### src/inc/cms_pkg.sv
// Shared constants and types for the CAN mode, status and FIFO control block
package cms_pkg;

  // Register byte addresses on the Avalon-MM slave
  localparam int ADDR_W = 5;
  localparam logic [ADDR_W-1:0] OFS_MASTER_CONTROL = 5'h00;
  localparam logic [ADDR_W-1:0] OFS_MASTER_STATUS = 5'h04;
  localparam logic [ADDR_W-1:0] OFS_TRANSMIT_STATUS = 5'h08;
  localparam logic [ADDR_W-1:0] OFS_TRANSMIT_PRIORITY = 5'h0C;
  localparam logic [ADDR_W-1:0] OFS_RECEIVE_FIFO_STATUS = 5'h10;
  localparam logic [ADDR_W-1:0] OFS_IRQ_ENABLE = 5'h14;
  localparam logic [ADDR_W-1:0] OFS_ERROR_IRQ_ENABLE = 5'h18;
  localparam logic [ADDR_W-1:0] OFS_TX_REQUEST = 5'h1C;

  // Reset values and writable masks
  localparam logic [7:0] MCR_RESET = 8'h02;
  localparam logic [7:0] MCR_MASK = 8'h3F;
  localparam logic [7:0] IER_RESET = 8'h00;
  localparam logic [7:0] IER_MASK = 8'h8F;
  localparam logic [7:0] EIER_RESET = 8'h00;
  localparam logic [7:0] EIER_MASK = 8'h97;

  // master_control_reg fields
  localparam int MCR_AUTO_WAKEUP_ENABLE = 5;
  localparam int MCR_NO_RETRANSMIT = 4;
  localparam int MCR_FIFO_LOCK_ON_OVERRUN = 3;
  localparam int MCR_TX_PRIORITY_SELECT = 2;
  localparam int MCR_SLEEP = 1;
  localparam int MCR_INIT = 0;
  // master_status_reg fields
  localparam int MSR_REC = 5;
  localparam int MSR_TRAN = 4;
  localparam int MSR_WKUP = 3;
  localparam int MSR_ERROR_IRQ_FLAG = 2;
  localparam int MSR_SLEEP_ACKNOWLEDGE = 1;
  localparam int MSR_INIT_ACKNOWLEDGE = 0;
  // transmit status fields (mailbox k at base + k)
  localparam int TSR_TXOK = 4;
  localparam int TSR_RQCP = 0;
  // transmit priority fields
  localparam int TPR_LOW = 5;
  localparam int TPR_TME = 2;
  // receive FIFO status fields
  localparam int RFR_RELEASE = 5;
  localparam int RFR_OVR = 4;
  localparam int RFR_FULL = 3;
  // irq_enable_reg fields
  localparam int IER_WAKEUP_IRQ_ENABLE = 7;
  localparam int IER_FOVIE = 3;
  localparam int IER_FFIE = 2;
  localparam int IER_PENDING_IRQ_ENABLE = 1;
  localparam int IER_TMEIE = 0;
  // error_irq_enable_reg: bit 7 global, low bits match errSet order
  localparam int EIER_ERROR_IRQ_ENABLE = 7;
  // tx request register: request at base + k, abort at base + 4 + k
  localparam int TRQ_REQ = 0;
  localparam int TRQ_ABORT = 4;

  localparam logic [3:0] RECESSIVE_BITS = 4'hB;
  localparam logic [1:0] FIFO_DEPTH = 2'h3;
  localparam logic [1:0] FIFO_EMPTY = 2'h0;
  localparam logic [1:0] FIFO_ONE = 2'h1;

  typedef enum logic [1:0] {
    MODE_INIT,
    MODE_SYNC,
    MODE_NORMAL,
    MODE_SLEEP
  } cms_mode_e;

  // Status and strobes from the CAN protocol engine
  typedef struct packed {
    logic rxActive;
    logic txActive;
    logic bitTick;
    logic txDone;
    logic txSuccess;
    logic rxStore;
    logic [3:0] errSet;
  } cms_core_in_s;

  // Commands to the CAN protocol engine
  typedef struct packed {
    logic txStart;
    logic txMailbox;
    logic rxAccept;
    logic rxOverwrite;
    logic busOn;
  } cms_core_out_s;

endpackage : cms_pkg

### src/logic/cms_ctrl.sv
// CAN controller mode, transmit status and receive FIFO control logic
// Behaviour
// RULE1 - Auto wake-up on bus activity clears sleep
// RULE2 - Retransmit until success unless no-retransmit set
// RULE3 - Full FIFO: overwrite, or discard when locked
// RULE4 - Tx order by identifier or request order
// RULE5 - Sleep only after current frame; acknowledge
// RULE6 - Leave init after 11 recessive bits
// RULE7 - Init entered after current frame; acknowledge
// RULE8 - Status flags cleared by writing one
// RULE9 - Read-only receiver and transmitter status bits
// RULE10 - Wake-up flag on start-of-frame in sleep
// RULE11 - Error flag from enabled error-status bits
// RULE12 - Tx success flag set, cleared on rerequest
// RULE13 - Request-completed flag after transmit or abort
// RULE14 - Lowest-priority flag only with two pending
// RULE15 - Mailbox empty flag when nothing pending
// RULE16 - Code gives next free or lowest mailbox
// RULE17 - FIFO release ignored when empty, self-clears
// RULE18 - Overrun flag when storing into full FIFO
// RULE19 - Full flag at three messages, cleared
// RULE20 - Pending count up on store, down release
// RULE21 - Pending interrupt on count leaving zero
//
// Chosen here: the register addresses and the Avalon-MM register port.
`timescale 1ns/1ps
module cms_ctrl
  import cms_pkg::*;
(
  // Clock and reset
  input wire logic sys_clk,
  input wire logic reset,
  // Avalon-MM slave
  input wire logic [ADDR_W-1:0] avs_address,
  input wire logic avs_read,
  input wire logic avs_write,
  input wire logic [31:0] avs_writedata,
  input wire logic [3:0] avs_byteenable,
  output logic [31:0] avs_readdata,
  output logic avs_waitrequest,
  // CAN receive pin
  input wire logic canRx,
  // Protocol engine
  input wire cms_core_in_s coreIn,
  input wire logic [28:0] txId0,
  input wire logic [28:0] txId1,
  output cms_core_out_s coreOut,
  // Interrupt lines
  output logic statusIrq,
  output logic fifoIrq,
  output logic txIrq
);

  logic [7:0] ctrlReg;
  logic [7:0] irqEnReg;
  logic [7:0] errEnReg;
  cms_mode_e mode;
  cms_mode_e next_mode;
  logic init_acknowledge;
  logic sleep_acknowledge;
  logic wakeupFlag;
  logic errorFlag;
  logic isReceiver;
  logic isTransmitter;
  logic rxS1;
  logic rxS2;
  logic rxS3;
  logic rxLevel;
  logic rxLevelPrev;
  logic [3:0] recCount;
  logic [1:0] pending;
  logic [1:0] txOk;
  logic [1:0] reqDone;
  logic txBusy;
  logic txSel;
  logic older;
  logic [1:0] fifoCount;
  logic fifoFull;
  logic fifoOvr;
  logic releaseBit;

  // Bus access decode
  logic busReq;
  logic wrEn;
  logic [7:0] wrData;
  logic [7:0] readMux;
  assign busReq = avs_read | avs_write;
  assign wrEn = avs_write & ~avs_waitrequest & avs_byteenable[0];
  assign wrData = avs_writedata[7:0];

  logic wrMcr;
  logic wrMsr;
  logic wrTsr;
  logic wrRfr;
  logic wrTrq;
  assign wrMcr = wrEn && avs_address == OFS_MASTER_CONTROL;
  assign wrMsr = wrEn && avs_address == OFS_MASTER_STATUS;
  assign wrTsr = wrEn && avs_address == OFS_TRANSMIT_STATUS;
  assign wrRfr = wrEn && avs_address == OFS_RECEIVE_FIFO_STATUS;
  assign wrTrq = wrEn && avs_address == OFS_TX_REQUEST;

  logic busy;
  logic autoWake;
  logic sofSeen;
  assign busy = coreIn.rxActive | coreIn.txActive | txBusy;
  assign sofSeen = rxLevelPrev & ~rxLevel;
  assign autoWake = mode == MODE_SLEEP && ctrlReg[MCR_AUTO_WAKEUP_ENABLE] && !rxLevel;

  // Transmit arbitration
  logic lowMb;
  logic bothPending;
  logic winner;
  logic [1:0] reqSet;
  logic [1:0] abortNow;
  logic [1:0] doneNow;
  logic [1:0] okNow;
  logic [1:0] rqcpClr;
  logic startTx;
  assign bothPending = &pending;
  // Lowest priority mailbox; identifier tie makes mailbox 1 the lowest
  assign lowMb = ctrlReg[MCR_TX_PRIORITY_SELECT] ? ~older : ~(txId1 < txId0); // RULE4
  assign winner = bothPending ? ~lowMb : pending[1]; // RULE4
  assign reqSet = {2{wrTrq}} & wrData[TRQ_REQ +: 2] & ~pending;
  assign startTx = next_mode == MODE_NORMAL && mode == MODE_NORMAL
    && !txBusy && !coreIn.txActive && |pending; // RULE7
  assign rqcpClr = {2{wrTsr}} & wrData[TSR_RQCP +: 2]; // RULE8

  always_comb begin
    abortNow = {2{wrTrq}} & wrData[TRQ_ABORT +: 2] & pending;
    if (txBusy) begin
      abortNow[txSel] = 1'b0;
    end
    doneNow = 2'b00;
    okNow = 2'b00;
    if (txBusy && coreIn.txDone) begin
      okNow[txSel] = coreIn.txSuccess;
      doneNow[txSel] = coreIn.txSuccess | ctrlReg[MCR_NO_RETRANSMIT]; // RULE2
    end
  end

  // FIFO release and store
  logic doRelease;
  logic storeOk;
  logic [1:0] next_fifoCount;
  assign doRelease = releaseBit && fifoCount != FIFO_EMPTY; // RULE17
  assign storeOk = coreIn.rxStore && (fifoCount != FIFO_DEPTH || doRelease);

  always_comb begin
    next_fifoCount = fifoCount;
    if (storeOk && !doRelease) begin
      next_fifoCount = fifoCount + FIFO_ONE; // RULE20
    end else if (doRelease && !storeOk) begin
      next_fifoCount = fifoCount - FIFO_ONE; // RULE20
    end
  end

  // Bus handshake: one wait cycle, data registered with the answer
  always_ff @(posedge sys_clk or posedge reset) begin
    if (reset) begin
      avs_waitrequest <= 1'b1;
      avs_readdata <= 32'h0000_0000;
    end else begin
      avs_waitrequest <= !(busReq && avs_waitrequest);
      if (avs_read && avs_waitrequest) begin
        avs_readdata <= {24'h00_0000, readMux};
      end
    end
  end

  always_comb begin
    readMux = 8'h00;
    unique case (avs_address)
      OFS_MASTER_CONTROL: readMux = ctrlReg;
      OFS_MASTER_STATUS: begin
        readMux[MSR_REC] = isReceiver; // RULE9
        readMux[MSR_TRAN] = isTransmitter; // RULE9
        readMux[MSR_WKUP] = wakeupFlag;
        readMux[MSR_ERROR_IRQ_FLAG] = errorFlag;
        readMux[MSR_SLEEP_ACKNOWLEDGE] = sleep_acknowledge;
        readMux[MSR_INIT_ACKNOWLEDGE] = init_acknowledge;
      end
      OFS_TRANSMIT_STATUS: begin
        readMux[TSR_TXOK +: 2] = txOk;
        readMux[TSR_RQCP +: 2] = reqDone;
      end
      OFS_TRANSMIT_PRIORITY: begin
        readMux[TPR_LOW +: 2] = bothPending ? {lowMb, ~lowMb} : 2'b00; // RULE14
        readMux[TPR_TME +: 2] = ~pending; // RULE15
        readMux[0] = !pending[0] ? 1'b0 : (!pending[1] ? 1'b1 : lowMb); // RULE16
      end
      OFS_RECEIVE_FIFO_STATUS: begin
        readMux[RFR_RELEASE] = releaseBit;
        readMux[RFR_OVR] = fifoOvr;
        readMux[RFR_FULL] = fifoFull;
        readMux[1:0] = fifoCount;
      end
      OFS_IRQ_ENABLE: readMux = irqEnReg;
      OFS_ERROR_IRQ_ENABLE: readMux = errEnReg;
      OFS_TX_REQUEST: readMux[TRQ_REQ +: 2] = pending;
      default: readMux = 8'h00;
    endcase
  end

  // Software control; sleep request also dropped by auto wake-up
  always_ff @(posedge sys_clk or posedge reset) begin
    if (reset) begin
      ctrlReg <= MCR_RESET;
      irqEnReg <= IER_RESET;
      errEnReg <= EIER_RESET;
    end else begin
      if (wrMcr) begin
        ctrlReg <= wrData & MCR_MASK;
      end else if (autoWake) begin
        ctrlReg[MCR_SLEEP] <= 1'b0; // RULE1
      end
      if (wrEn && avs_address == OFS_IRQ_ENABLE) begin
        irqEnReg <= wrData & IER_MASK;
      end
      if (wrEn && avs_address == OFS_ERROR_IRQ_ENABLE) begin
        errEnReg <= wrData & EIER_MASK;
      end
    end
  end

  // Rx pin filter: change taken once second and third stage agree
  always_ff @(posedge sys_clk or posedge reset) begin
    if (reset) begin
      rxS1 <= 1'b1;
      rxS2 <= 1'b1;
      rxS3 <= 1'b1;
      rxLevel <= 1'b1;
      rxLevelPrev <= 1'b1;
    end else begin
      rxS1 <= canRx;
      rxS2 <= rxS1;
      rxS3 <= rxS2;
      if (rxS2 == rxS3) begin
        rxLevel <= rxS3;
      end
      rxLevelPrev <= rxLevel;
    end
  end

  // Operating mode
  always_comb begin
    next_mode = mode;
    unique case (mode)
      MODE_NORMAL: begin
        if (ctrlReg[MCR_INIT] && !busy) begin
          next_mode = MODE_INIT; // RULE7
        end else if (ctrlReg[MCR_SLEEP] && !busy) begin
          next_mode = MODE_SLEEP; // RULE5
        end
      end
      MODE_INIT: begin
        if (!ctrlReg[MCR_INIT]) begin
          next_mode = MODE_SYNC;
        end
      end
      MODE_SYNC: begin
        if (ctrlReg[MCR_INIT]) begin
          next_mode = MODE_INIT;
        end else if (recCount == RECESSIVE_BITS) begin
          next_mode = MODE_NORMAL; // RULE6
        end
      end
      MODE_SLEEP: begin
        if (ctrlReg[MCR_INIT]) begin
          next_mode = MODE_INIT;
        end else if (!ctrlReg[MCR_SLEEP] || autoWake) begin
          next_mode = MODE_SYNC; // RULE1
        end
      end
    endcase
  end

  always_ff @(posedge sys_clk or posedge reset) begin
    if (reset) begin
      mode <= MODE_SLEEP;
      sleep_acknowledge <= 1'b1;
      init_acknowledge <= 1'b0;
      recCount <= 4'h0;
    end else begin
      mode <= next_mode;
      sleep_acknowledge <= next_mode == MODE_SLEEP; // RULE5
      if (next_mode == MODE_INIT) begin
        init_acknowledge <= 1'b1; // RULE7
      end else if (next_mode == MODE_NORMAL) begin
        init_acknowledge <= 1'b0; // RULE6
      end
      // Consecutive recessive samples at bit ticks
      if (mode != MODE_SYNC || !rxLevel) begin
        recCount <= 4'h0;
      end else if (coreIn.bitTick && recCount != RECESSIVE_BITS) begin
        recCount <= recCount + 4'h1; // RULE6
      end
    end
  end

  // Master status flags; a set in the clearing cycle wins
  always_ff @(posedge sys_clk or posedge reset) begin
    if (reset) begin
      wakeupFlag <= 1'b0;
      errorFlag <= 1'b0;
      isReceiver <= 1'b0;
      isTransmitter <= 1'b0;
    end else begin
      isReceiver <= coreIn.rxActive; // RULE9
      isTransmitter <= coreIn.txActive; // RULE9
      if (mode == MODE_SLEEP && sofSeen) begin
        wakeupFlag <= 1'b1; // RULE10
      end else if (wrMsr && wrData[MSR_WKUP]) begin
        wakeupFlag <= 1'b0; // RULE8
      end
      if (|(coreIn.errSet & errEnReg[3:0])) begin
        errorFlag <= 1'b1; // RULE11
      end else if (wrMsr && wrData[MSR_ERROR_IRQ_FLAG]) begin
        errorFlag <= 1'b0; // RULE8
      end
    end
  end

  // Transmit mailboxes
  always_ff @(posedge sys_clk or posedge reset) begin
    if (reset) begin
      pending <= 2'b00;
      txOk <= 2'b00;
      reqDone <= 2'b00;
      txBusy <= 1'b0;
      txSel <= 1'b0;
      older <= 1'b0;
    end else begin
      pending <= (pending | reqSet) & ~doneNow & ~abortNow; // RULE2
      reqDone <= (reqDone & ~rqcpClr) | doneNow | abortNow; // RULE13
      txOk <= (txOk & ~(reqSet | rqcpClr)) | okNow; // RULE12
      if (reqSet == 2'b11 || (reqSet[0] && !pending[1])) begin
        older <= 1'b0; // RULE4
      end else if (reqSet[1] && !pending[0]) begin
        older <= 1'b1; // RULE4
      end else if (reqSet != 2'b00) begin
        older <= reqSet[0]; // RULE4
      end
      if (startTx) begin
        txBusy <= 1'b1;
        txSel <= winner;
      end else if (coreIn.txDone) begin
        txBusy <= 1'b0;
      end
    end
  end

  // Receive FIFO bookkeeping
  always_ff @(posedge sys_clk or posedge reset) begin
    if (reset) begin
      fifoCount <= FIFO_EMPTY;
      fifoFull <= 1'b0;
      fifoOvr <= 1'b0;
      releaseBit <= 1'b0;
    end else begin
      fifoCount <= next_fifoCount;
      if (wrRfr && wrData[RFR_RELEASE]) begin
        releaseBit <= 1'b1;
      end else begin
        releaseBit <= 1'b0; // RULE17
      end
      if (storeOk && next_fifoCount == FIFO_DEPTH) begin
        fifoFull <= 1'b1; // RULE19
      end else if (doRelease || (wrRfr && wrData[RFR_FULL])) begin
        fifoFull <= 1'b0; // RULE19
      end
      if (coreIn.rxStore && !storeOk) begin
        fifoOvr <= 1'b1; // RULE18
      end else if (wrRfr && wrData[RFR_OVR]) begin
        fifoOvr <= 1'b0; // RULE8
      end
    end
  end

  // Engine commands and interrupt lines, all registered
  always_ff @(posedge sys_clk or posedge reset) begin
    if (reset) begin
      coreOut <= '0;
      statusIrq <= 1'b0;
      fifoIrq <= 1'b0;
      txIrq <= 1'b0;
    end else begin
      coreOut.txStart <= startTx;
      if (startTx) begin
        coreOut.txMailbox <= winner;
      end
      coreOut.rxAccept <= storeOk;
      // Locked FIFO drops the frame, unlocked replaces the newest
      coreOut.rxOverwrite <= coreIn.rxStore && !storeOk
        && !ctrlReg[MCR_FIFO_LOCK_ON_OVERRUN]; // RULE3
      coreOut.busOn <= next_mode == MODE_NORMAL;
      statusIrq <= (wakeupFlag & irqEnReg[IER_WAKEUP_IRQ_ENABLE]) // RULE10
        | (errorFlag & errEnReg[EIER_ERROR_IRQ_ENABLE]); // RULE11
      fifoIrq <= (irqEnReg[IER_PENDING_IRQ_ENABLE] && fifoCount != FIFO_EMPTY) // RULE21
        | (irqEnReg[IER_FFIE] & fifoFull)
        | (irqEnReg[IER_FOVIE] & fifoOvr);
      txIrq <= irqEnReg[IER_TMEIE] & |reqDone;
    end
  end

endmodule : cms_ctrl

### config.mk
export PLATFORM = sky130hd
export DESIGN_NAME = cms_ctrl
export DESIGN_NICKNAME = d
export VERILOG_FILES = /design/src/inc/cms_pkg.sv /design/src/logic/cms_ctrl.sv
export SDC_FILE = /design/constraint.sdc
export NUM_CORES = 1
export LEC_CHECK = 0
export BUFFER_PORTS_ARGS = -buffer_cell sky130_fd_sc_hd__buf_2
export CORE_ASPECT_RATIO = 1.2
export CORE_MARGIN = 10
export CORE_UTILIZATION = 35
export CTS_CLUSTER_DIAMETER = 120
export DETAILED_ROUTE_END_ITERATION = 7
export GPL_TIMING_DRIVEN = 0
export SLEW_MARGIN = 20
export SYNTH_ARGS = -nofsm -noshare
export SYNTH_HDL_FRONTEND = slang
export SYNTH_SLANG_ARGS = --single-unit
### constraint.sdc
create_clock -name sys_clk -period 4.44 [get_ports sys_clk]
set_input_delay 0.888 -clock sys_clk [delete_from_list [all_inputs] [get_ports sys_clk]]
set_output_delay 0.888 -clock sys_clk [all_outputs]
set_load 0.02 [all_outputs]
==> results of run 1 <==
==> synth_stat cells (all sizes together) (2+ instances only) <==
library cell | count | area share
dfrtp | 53 | 0.34
nand3 | 13 | 0.017
a22o | 4 | 0.0090
mux2 | 17 | 0.049
nand2b | 3 | 0.0048
a21boi | 3 | 0.0068
xor2 | 3 | 0.0068
a21o | 6 | 0.012
buf | 25 | 0.048
a31o | 2 | 0.0045
nand4 | 6 | 0.011
nor2 | 30 | 0.029
nand2 | 40 | 0.039
o211ai | 2 | 0.0039
and2 | 2 | 0.0032
mux2i | 5 | 0.013
nor3 | 11 | 0.018
ha | 31 | 0.10
dfstp | 10 | 0.068
o21ai | 21 | 0.027
a211oi | 3 | 0.0058
a221o | 2 | 0.0052
inv | 39 | 0.038
clkbuf | 12 | 0.012
o31ai | 3 | 0.0058
a21oi | 29 | 0.037
nor2b | 4 | 0.0064
a31oi | 5 | 0.0081
o21a | 3 | 0.0058
==> state kept, by name, summed over array words and instances, names as in the netlist, 2 cells and up <==
| register | flops |
|---|---|
| reqDone | 2 |
| avs_readdata | 8 |
| pending | 2 |
| txOk | 2 |
| irqEnReg | 5 |
| coreOut | 5 |
| recCount | 4 |
| ctrlReg | 6 |
| errEnReg | 5 |
| fifoCount | 2 |
| mode | 2 |
==> critical path: cells and delay by family <==
kind,cells,cell delay [ps]
and+or+nand+nor,3,1000
buffers and inverters,2,110
adders and majority gates,1,320
AOI/OAI and AO/OA,2,550
==> power groups by stage <==
stage / registers [mW] / logic, mW / clock network (mW)
after floorplan: 0.704 / 0.232 / 0
after global placement: 0.704 / 0.345 / 0
after detailed placement: 0.706 / 0.359 / 0
after CTS: 0.697 / 0.361 / 0.785
after global routing: 0.706 / 0.407 / 0.812
final: 0.698 / 0.357 / 0.768
==> metal layers <==
layer / wire [um] / share of wire / vias to the layer above
li1: - / - / 1670
met1: 4600 / 0.43 / 1584
met2: 5170 / 0.48 / 116
met3: 700 / 0.065 / 23
met4: 302 / 0.028 / 0
met5: 0 / 0 / -
==> placed cells by master (no fill, tap or decap), types with 2 or more instances in the layout <==
| cell type | n |
|---|---|
| sky130_fd_sc_hd__nor2b_1 | 4 |
| sky130_fd_sc_hd__nand2_1 | 40 |
| sky130_fd_sc_hd__ha_1 | 31 |
| sky130_fd_sc_hd__clkbuf_16 | 9 |
| sky130_fd_sc_hd__xor2_1 | 3 |
| sky130_fd_sc_hd__a21oi_1 | 29 |
| sky130_fd_sc_hd__nor3_1 | 9 |
| sky130_fd_sc_hd__nand4_1 | 5 |
| sky130_fd_sc_hd__o21ai_0 | 14 |
| sky130_fd_sc_hd__nand2b_1 | 3 |
| sky130_fd_sc_hd__conb_1 | 24 |
| sky130_fd_sc_hd__o31ai_1 | 3 |
| sky130_fd_sc_hd__dfstp_2 | 10 |
| sky130_fd_sc_hd__inv_2 | 2 |
| sky130_fd_sc_hd__inv_1 | 36 |
| sky130_fd_sc_hd__a21boi_0 | 2 |
| sky130_fd_sc_hd__a22o_1 | 4 |
| sky130_fd_sc_hd__o211ai_1 | 2 |
| sky130_fd_sc_hd__mux2_1 | 17 |
| sky130_fd_sc_hd__clkbuf_1 | 13 |
| sky130_fd_sc_hd__dfrtp_1 | 53 |
| sky130_fd_sc_hd__buf_2 | 99 |
| sky130_fd_sc_hd__a21o_1 | 6 |
| sky130_fd_sc_hd__mux2i_1 | 5 |
| sky130_fd_sc_hd__o21a_1 | 3 |
| sky130_fd_sc_hd__bufinv_16 | 2 |
| sky130_fd_sc_hd__a221o_1 | 2 |
| sky130_fd_sc_hd__nor2_1 | 30 |
| sky130_fd_sc_hd__a211oi_1 | 3 |
| sky130_fd_sc_hd__nand3_1 | 13 |
| sky130_fd_sc_hd__buf_4 | 25 |
| sky130_fd_sc_hd__and2_1 | 2 |
| sky130_fd_sc_hd__a31o_1 | 2 |
| sky130_fd_sc_hd__a31oi_1 | 5 |
| sky130_fd_sc_hd__o21ai_1 | 7 |
==> final timing paths <==
path,from,to
max in group asynchronous,reset,rxS1$_DFF_PP1_
setup / recovery,txId0[28],avs_readdata[5]$_DFFE_PP0P_
hold / removal,rxS1$_DFF_PP1_,rxS2$_DFF_PP1_
min in group asynchronous,reset,avs_readdata[1]$_DFFE_PP0P_
setup reg to reg,recCount[0]$_DFFE_PP0P_,coreOut[3]$_DFFE_PP0P_
hold reg to reg,rxS1$_DFF_PP1_,rxS2$_DFF_PP1_
==> logic make-up (layout without fill, tap and decap cells) <==
group | count (synthesis) | in the layout | synth area share
XOR/XNOR | 4 | 4 | 0.00902
AO/OA/AOI/OAI | 96 | 96 | 0.162
flip-flops | 63 | 63 | 0.409
other | 1 | 24 | 0.000965
adder cells (fa/ha/maj) | 32 | 32 | 0.102
multiplexers | 23 | 23 | 0.0680
AND/OR/NAND/NOR | 119 | 119 | 0.151
buffers and inverters | 76 | 192 | 0.0976
==> cell type report <==
class	instances	area, um^2
timing repair buffer	100	523
sequential	63	1590
tap	132	165
fill	1051	5940
multi-input combinational	298	2000
clock inverter	5	81.3
clock buffer	11	243
inverter	39	149
buffer	37	233
==> flow_metrics.tcl, run 1 <==
set metrics [dict create \
    run_status "complete, no violations" \
    fin_worst_skew_ps 8.20 \
    route.detailed.vias_per_inst 4.95 \
    layout.nets 693 \
    critical_path_required_ps 4660 \
    power_report.internal_total_mw 1.31 \
    num_vias 3393 \
    ys_seq_area_frac 0.409 \
    min_path_type "reg -> reg" \
    rsz0062_at_grt "no" \
    syn-instance-count 414 \
    power.clock.fraction 0.421 \
    hpwl_um 8730 \
    totalPowerFinal_mw 1.82 \
    crit_fanout 3 \
    ant_nets 0 \
    placed_cells_incl_taps 669 \
    core_um2 10900 \
    synth.ff_latch_count 63 \
    cp-start-kind "primary input" \
    global_route.usage.met2 0.232 \
    level_count_of_the_clock_h_tree 3 \
    detail_route.iter0.violations 216 \
    power.density_nw_per_um2 366 \
    hold_depth 0 \
    final.setup.tns_ps 0 \
    yosys_warnings 0 \
    grtUsageTotal 0.140 \
    ctsHoldBuffers 0 \
    grt_first_pass_wirelength_um 17500 \
    post-route-util 0.456 \
    finalHoldViolations 0 \
    finalCriticalPeriod_ps 2650 \
    critical-path-slowest-cell "sky130_fd_sc_hd__or4_4" \
    timing.final.setup_violations 0 \
    worst_hold_slack_ps 354 \
    gate_power_share 0.196 \
    maxSlewViolCount 0 \
    switching_share 0.282 \
    floorplan.die_area_um2 15700 \
    critical_path_class "in -> reg" \
    number_of_antenna_violations_at_the_first_check_in_global_routing 0 \
    die-height_um 135 \
    route.detailed.drc 0 \
    cts_root_buf "sky130_fd_sc_hd__clkbuf_16" \
    fp.dieW_um 116 \
    number_of_enable_type_register_cells_in_the_synthesized_netlist 0 \
    max_freq_ghz 0.377 \
    final_cells 685 \
    grt_start_max_net_pins 50 \
    mappedNetlistArea_um2 3880 \
    critical_path.endpoint_type "flop" \
    cts_made_buffers 9 \
    clk_pin_slew_worst_paths_ps 50 \
    slowest_delay_ps 550 \
    met1_routing_resource_usage_after_global_routing 0.166 \
    detailedRoute.firstPassIterationCount 5 \
    cts-resized-gates 0 \
    synth_async_sr_flop_share 1.00 \
    drv_cap 0 \
    starting_utilization_of_the_core_area 0.355 \
    placed_cell_area_um2 4660 \
    final_min_period_over_clock_period 0.597 \
    cts_tree "yes" \
    syn2layout_area_growth_pct 28.3 \
    reg2reg_setup_slack_ps 2430 \
    arrival_time_of_data_at_the_critical_path_endpoint_ps 2870 \
    slew_headroom 0.447 \
    globalRoute.busiestLayer "met2" \
    dp_worst_setup_slack_ps 1440 \
    grt_pass1_vias 3501 \
    top_level_ports 155 \
    sequence_of_cells_on_the_critical_path "buf_2 -> inv_1 -> ha_1 -> nand4_2 -> or4_4 -> nor3_1 -> a31oi_1 -> a221o_1" \
    drt_wl_total_um 10800 \
    ff2ff_path_depth 7 \
    synth-main-ff-cell "sky130_fd_sc_hd__dfrtp_1" \
    p_leak_nw 2.60 \
    switchingPower_uw 515 \
    routabilityCongestion 0.893 \
    wire_length_per_cell_um 15.7 \
    yosys.cell_types.count 62 \
    cts_post_setup_buffers_inserted 0 \
    cts.sink_count 63 \
    place.port_buffers 99 \
    final.setup.worst_slack_ps 1790 \
    antenna-diode-count 0 \
    total_number_of_placement_rows 42 \
    tightestPinTransition_ps 823 \
    groute.layer.met3.usage 0.0341 \
    worst_skew_pair.late_latency_ps 340 \
    postSynthAreaPerCell_um2 9.38 \
    final_layout_size_suffix_gt1_frac 0.291 \
    irDropWorstVdd_mv 0.203 \
    final_design_area_no_fill_um2 4990 \
    global_route.overflow_total 0 \
    cts_max_path_buffers 2 \
    sequentialPowerShare 0.383 \
]
Power figures use the tool's default switching activity.
==> inputs of run 2 (changes only) <==
Settings changed: ABC_AREA from default to 1.
Clock period 4.44 ns to 2.3 ns, I/O delays scaled along.
==> run 2 against run 1 <==
Against the previous run: count of clock-buffer cells in the layout grew 1; non-clock buffer count decreased by 9; largest cell class unchanged; register-to-register slack worse by 1900 ps; critical path depth is 3 higher; total power rose by 82%; combinational power up 100%; largest power group is now registers; worst setup slack worse by 1300 ps; via count up 3.3%; global-route usage down 0.26 points; critical endpoint is now fifoFull$_DFFE_PP0P_.
==> flow_metrics.tcl, run 2 <==
set metrics [dict create \
    synth.largest_area_cell "sky130_fd_sc_hd__dfrtp_1" \
    route.detailed.drc 0 \
    placed_cell_area_um2 4720 \
    mappedNetlistArea_um2 3940 \
    power_report.internal_total_mw 2.31 \
    crit_fanout 3 \
    layout.nets 778 \
    run_status "complete, no violations" \
    finalCriticalPeriod_ps 1790 \
    routabilityCongestion 0.878 \
    num_vias 3504 \
    cts_made_buffers 9 \
    power.density_nw_per_um2 664 \
    level_count_of_the_clock_h_tree 3 \
    num-fill-cells 1133 \
    grtUsageTotal 0.137 \
    switchingPower_mw 1.01 \
    number_of_antenna_violations_at_the_first_check_in_global_routing 0 \
    synth.top_cell.area_share 0.337 \
    maxSlewViolCount 0 \
    largest_reg_flops 8 \
    ant_nets 0 \
    grt_start_max_net_pins 58 \
    cts-resized-gates 0 \
    arrival_time_of_data_at_the_critical_path_endpoint_ps 2010 \
    wire_length_per_cell_um 14.2 \
    min_path_type "in -> async" \
    cts_tree "yes" \
    yosys_warnings 0 \
    cts_max_path_buffers 2 \
    clk_pin_slew_worst_paths_ps 50 \
    yosys.cell_types.count 43 \
    cts_root_buf "sky130_fd_sc_hd__clkbuf_16" \
    post-route-util 0.453 \
    commonest_non_fill_non_tap_cell_in_the_layout "sky130_fd_sc_hd__nand2_1" \
    global_route.overflow_total 0 \
    reg.largest.list "avs_readdata (8), ctrlReg (6)" \
    antenna-diode-count 0 \
    yosys.cell_count.top_type "sky130_fd_sc_hd__nand2_1" \
    critical_path.reg2reg.endpoint "fifoFull$_DFFE_PP0P_" \
    synth.ff_latch_count 63 \
    fin_worst_skew_ps 5.81 \
    critical_path_class "reg -> reg" \
    sequentialPowerShare 0.407 \
    final_min_period_over_clock_period 0.779 \
    cts.sink_count 63 \
    drt_wl_total_um 10900 \
    finalHoldViolations 0 \
    timing.final.setup_violations 0 \
    critical-path-slowest-cell "sky130_fd_sc_hd__dfrtp_1" \
    power.clock.fraction 0.376 \
    ff2ff_path_depth 11 \
    ys_seq_area_frac 0.404 \
    fp.dieW_um 117 \
    number_of_enable_type_register_cells_in_the_synthesized_netlist 0 \
    syn-instance-count 497 \
    rsz0062_at_grt "no" \
    slowest_delay_ps 380 \
    gate_power_share 0.217 \
    critical_path_required_ps 2520 \
    final_design_area_no_fill_um2 5000 \
    top_level_ports 155 \
    floorplan.die_area_um2 15900 \
    syn2layout_area_growth_pct 27.0 \
    yosys-top-cells-area "sky130_fd_sc_hd__dfrtp_1, sky130_fd_sc_hd__nand2_1, sky130_fd_sc_hd__ha_1, sky130_fd_sc_hd__inv_1, sky130_fd_sc_hd__dfstp_2" \
    reg2reg_setup_slack_ps 510 \
    regMostFlops "avs_readdata" \
    synth_async_sr_flop_share 1.00 \
    critical_path.endpoint_type "flop" \
    cpMostUsedCell "sky130_fd_sc_hd__inv_1" \
    worst_skew_pair.late_latency_ps 330 \
    final_layout_size_suffix_gt1_frac 0.282 \
    cp-start-kind "flop" \
    drv_cap 0 \
    cts_post_setup_buffers_inserted 0 \
    synth-main-ff-cell "sky130_fd_sc_hd__dfrtp_1" \
    core_um2 11000 \
    die-height_um 136 \
    switching_share 0.304 \
    irDropWorstVdd_mv 0.419 \
    detail_route.iter0.violations 188 \
    critical_path.reg2reg.startpoint "fifoCount[0]$_DFF_PP0_" \
    grt_first_pass_wirelength_um 17300 \
    total_number_of_placement_rows 42 \
    place.port_buffers 101 \
    ys_top_cells_by_count "sky130_fd_sc_hd__nand2_1, sky130_fd_sc_hd__inv_1, sky130_fd_sc_hd__dfrtp_1" \
    layout_common_cells "sky130_fd_sc_hd__nand2_1, sky130_fd_sc_hd__buf_2, sky130_fd_sc_hd__inv_1" \
    route.detailed.vias_per_inst 4.55 \
    hpwl_um 9080 \
    postSynthAreaPerCell_um2 7.92 \
    max_freq_ghz 0.558 \
    detailedRoute.firstPassIterationCount 4 \
    layout.area.seq_um2 1590 \
    sequence_of_cells_on_the_critical_path "inv_1 -> ha_1 -> nor2_2 -> inv_1 -> a21oi_2 -> nand2_1 -> nand2_1 -> xor2_1 -> inv_1 -> nand3_1 -> o21ai_1" \
    starting_utilization_of_the_core_area 0.357 \
    p_leak_nw 2.81 \
    worst_hold_slack_ps 14.9 \
    ctsHoldBuffers 0 \
    grt_pass1_vias 3553 \
    multi_input_area_um2 1890 \
]
run 2: cell families (layout without fill, tap and decap cells):
family          count (synthesis)  after routing  share of synthesized area
simple gates                  202            202                      0.233
compound gates                 80             80                      0.121
other cells                     1             24                   0.000952
buf+inv                       118            236                      0.138
xor+xnor                        1              1                    0.00222
flops                          63             63                      0.404
fa+ha+maj                      32             32                      0.101
run 2: area by class of cell:
| type | count | share of cell area |
|---|---|---|
| Timing Repair Buffer | 102 | 0.107 |
| Buffer | 26 | 0.0385 |
| Clock inverter | 4 | 0.00400 |
| Sequential cell | 63 | 0.318 |
| Tap cell | 132 | 0.0330 |
| Multi-Input combinational cell | 339 | 0.378 |
| Clock buffer | 12 | 0.0513 |
| Inverter | 92 | 0.0706 |
run 2: power groups by stage:
stage          logic (mW)  registers (mW)  clock network, mW
2_1_floorplan       0.449            1.38                  0
3_3_place_gp        0.706            1.36                  0
3_5_place_dp        0.728            1.37                  0
4_1_cts             0.733            1.35               1.27
5_1_grt             0.829            1.37               1.30
6_report            0.722            1.35               1.25
run 2: through the flow:
| step | setup slack (ps) | setup TNS (ps) | cells | power (mW) |
|---|---|---|---|---|
| 2_1_floorplan | 287 | 0 | 520 | 1.83 |
| 3_3_place_gp | -525 | -27680 | 753 | 2.07 |
| 3_5_place_dp | 295 | 0 | 754 | 2.10 |
| 4_1_cts | 495 | 0 | 770 | 3.36 |
| 5_1_grt | 303 | 0 | 770 | 3.50 |
| 6_report | 509 | 0 | 770 | 3.32 |
run 2: critical path, delay by kind of cell, from the launching register on:
kind / cells / cell delay [ps]
simple gates: 4 / 430
flops: 1 / 380
buf+inv: 3 / 250
compound gates: 2 / 240
fa+ha+maj: 1 / 230
xor+xnor: 1 / 150
run 2: worst max-delay path by stage:
stage | start | endpoint | slack (ps) | cells after the start
after global routing | fifoCount[0]$_DFF_PP0_ | fifoFull$_DFFE_PP0P_ | 300 | 11
after floorplan | reset | avs_readdata[0]$_DFFE_PP0P_ | 290 | 1
after global placement | reset | coreOut[2]$_DFF_PP0_ | -530 | 2
final | fifoCount[0]$_DFF_PP0_ | fifoFull$_DFFE_PP0P_ | 510 | 11
after CTS | fifoCount[0]$_DFF_PP0_ | fifoFull$_DFFE_PP0P_ | 490 | 11
after detailed placement | txId0[12] | avs_readdata[0]$_DFFE_PP0P_ | 290 | 17
run 2: per-layer routing:
layer / vias to the layer above / part of all wire / global-route usage
li1: 1823 / - / -
met1: 1528 / 0.42 / 0.159
met2: 134 / 0.45 / 0.227
met3: 19 / 0.094 / 0.0397
met4: 0 / 0.026 / 0.0646
met5: - / 0 / 0
==> inputs of run 3 (changes only) <==
Clock period 2.3 ns to 1.5 ns, I/O delays scaled along.
==> run 3 against run 2 <==
Against the previous run: the flow now finishes with violations (setup timing); global-route usage rose by 0.46 points; fmax rose by 14%; non-clock buffer count rose by 17; via count rose by 5.7%; sequential share of layout area fell by 3.2 points; wire length rose by 5.0%; critical path depth did not move; largest power group is now clock.
==> flow_metrics.tcl, run 3 (synthesis results as in run 2) <==
set metrics [dict create \
    max_freq_ghz 0.638 \
    route.detailed.drc 0 \
    switchingPower_mw 1.73 \
    cp-start-kind "flop" \
    switching_share 0.295 \
    cts_tree "yes" \
    ant_nets 0 \
    met1_routing_resource_usage_after_global_routing 0.161 \
    drt_wl_total_um 11500 \
    totalPowerFinal_mw 5.89 \
    grt_start_max_net_pins 24 \
    level_count_of_the_clock_h_tree 3 \
    min_path_type "in -> async" \
    final.setup.worst_slack_ps -66.3 \
    critical_path_class "reg -> reg" \
    starting_utilization_of_the_core_area 0.357 \
    final_min_period_over_clock_period 1.04 \
    finalHoldViolations 0 \
    finalCriticalPeriod_ps 1570 \
    rsz0062_at_grt "yes" \
    crit_fanout 3 \
    slew_headroom 0.635 \
    top_level_ports 155 \
    total_number_of_placement_rows 42 \
    timing.final.setup_violations 3 \
    grtUsageTotal 0.142 \
    maxSlewViolCount 0 \
    number_of_antenna_violations_at_the_first_check_in_global_routing 0 \
    num_vias 3705 \
    syn2layout_area_growth_pct 41.4 \
    layout.nets 795 \
    globalRoute.busiestLayer "met2" \
    arrival_time_of_data_at_the_critical_path_endpoint_ps 1780 \
    run_status "finished, violations left" \
    commonest_non_fill_non_tap_cell_in_the_layout "sky130_fd_sc_hd__nand2_1" \
    final.setup.tns_ps -142 \
    floorplan.die_area_um2 15900 \
    num-fill-cells 1058 \
    route.detailed.vias_per_inst 4.71 \
    critical_path_required_ps 1710 \
    wire_length_per_cell_um 14.6 \
    violations "setup timing" \
    tightestPinTransition_ps 546 \
    antenna-diode-count 0 \
    ctsHoldBuffers 0 \
    power.density_nw_per_um2 1060 \
    largest_reg_flops 8 \
    gate_power_share 0.250 \
    cts_root_buf "sky130_fd_sc_hd__clkbuf_16" \
    place.port_buffers 101 \
    power.clock.fraction 0.398 \
    detail_route.iter0.violations 181 \
    die-height_um 136 \
    sequentialPowerShare 0.352 \
    p_leak_nw 2.93 \
    regMostFlops "avs_readdata" \
    fin_worst_skew_ps 8.86 \
    hpwl_um 9120 \
    drv_cap 0 \
    groute.layer.met3.usage 0.0344 \
    global_route.usage.met2 0.252 \
    reg.largest.list "avs_readdata (8), ctrlReg (6)" \
    layout_common_cells "sky130_fd_sc_hd__nand2_1, sky130_fd_sc_hd__buf_2, sky130_fd_sc_hd__inv_1" \
    critical_path.endpoint_type "flop" \
    dp_worst_setup_slack_ps -396 \
    routabilityCongestion 0.890 \
    irDropWorstVdd_mv 0.532 \
    worst_skew_pair.late_latency_ps 330 \
    cts_made_buffers 9 \
    cts.sink_count 63 \
    clk_pin_slew_worst_paths_ps 60 \
    grt_pass1_vias 3718 \
    core_um2 11000 \
    power_report.internal_total_mw 4.15 \
    fp.dieW_um 117 \
    detailedRoute.firstPassIterationCount 4 \
    cts_max_path_buffers 2 \
    global_route.overflow_total 0 \
    grt_first_pass_wirelength_um 17900 \
    final_layout_size_suffix_gt1_frac 0.408 \
]
run 3: cell count changes in the layout (fill, tap and decap cells not counted), sizes merged:
cell      change
bufinv        +2
inv           -1
buf          +17
clkinvlp      +2
clkinv        -3
run 3: power groups by stage:
stage	combinational, mW	clock, mW	sequential, mW
finish	1.47	2.34	2.07
global route	1.64	2.45	2.10
CTS	1.33	2.37	2.06
detailed placement	1.15	0	2.10
global placement	1.09	0	2.09
floorplan	0.702	0	2.12
run 3: layout make-up:
| class | instances | area (um^2) | share of cell area |
|---|---|---|---|
| clock buffer | 12 | 267 | 0.0479 |
| clock inverter | 4 | 76.3 | 0.0137 |
| sequential | 63 | 1590 | 0.285 |
| buffer | 26 | 193 | 0.0346 |
| timing repair buffer | 119 | 703 | 0.126 |
| multi-input combinational | 339 | 2220 | 0.399 |
| inverter | 92 | 357 | 0.0640 |
| tap | 132 | 165 | 0.0297 |
run 3: per-stage QoR:
stage	utilization	cells	hold WS, ps	instance area [um^2]
floorplan	-	520	304	4040
global placement	0.427	753	347	4710
detailed placement	0.432	755	357	4760
CTS	0.474	781	29.2	5230
global route	0.505	787	60.5	5570
finish	0.505	787	20.2	5570
run 3: critical path, cell delays in order, from the launching register on:
cell and delay [ps]:
sky130_fd_sc_hd__dfrtp_1 370, sky130_fd_sc_hd__inv_2 60, sky130_fd_sc_hd__ha_4 170, sky130_fd_sc_hd__nor2_4 110, sky130_fd_sc_hd__inv_2 70, sky130_fd_sc_hd__a21oi_4 140, sky130_fd_sc_hd__nand2_2 100, sky130_fd_sc_hd__nand2_2 70
sky130_fd_sc_hd__xor2_1 140, sky130_fd_sc_hd__inv_1 80, sky130_fd_sc_hd__nand3_2 70, sky130_fd_sc_hd__o21ai_1 60
run 3: what timing repair did:
| item | 4_1_cts | 5_1_grt |
|---|---|---|
| buffers inserted | 10 | 6 |
| resized for setup | 14 | 69 |
| pin swaps | 8 | 33 |
| hold endpoints to repair | 0 | 0 |
| endpoints found under the setup margin | 6 | 19 |
run 3: per-layer routing:
| metal | wire length (um) | part of all wire |
|---|---|---|
| met4 | 202 | 0.018 |
| met1 | 4550 | 0.40 |
| met5 | 0 | 0 |
| met3 | 731 | 0.064 |
| met2 | 5980 | 0.52 |
run 3: final timing paths:
path                                              from                       to  slack [ps]  depth (start not counted)
worst max-delay path            fifoCount[1]$_DFF_PP0_     fifoFull$_DFFE_PP0P_         -70                         11
worst min-delay path                             reset  recCount[2]$_DFFE_PP0P_          20                          2
worst max register to register  fifoCount[1]$_DFF_PP0_     fifoFull$_DFFE_PP0P_         -70                         11
worst min register to register          rxS1$_DFF_PP1_           rxS2$_DFF_PP1_         360                          0
max in group asynchronous                        reset     pending[0]$_DFF_PP0_         820                          4
min in group sys_clk                             canRx           rxS1$_DFF_PP1_          60                          1
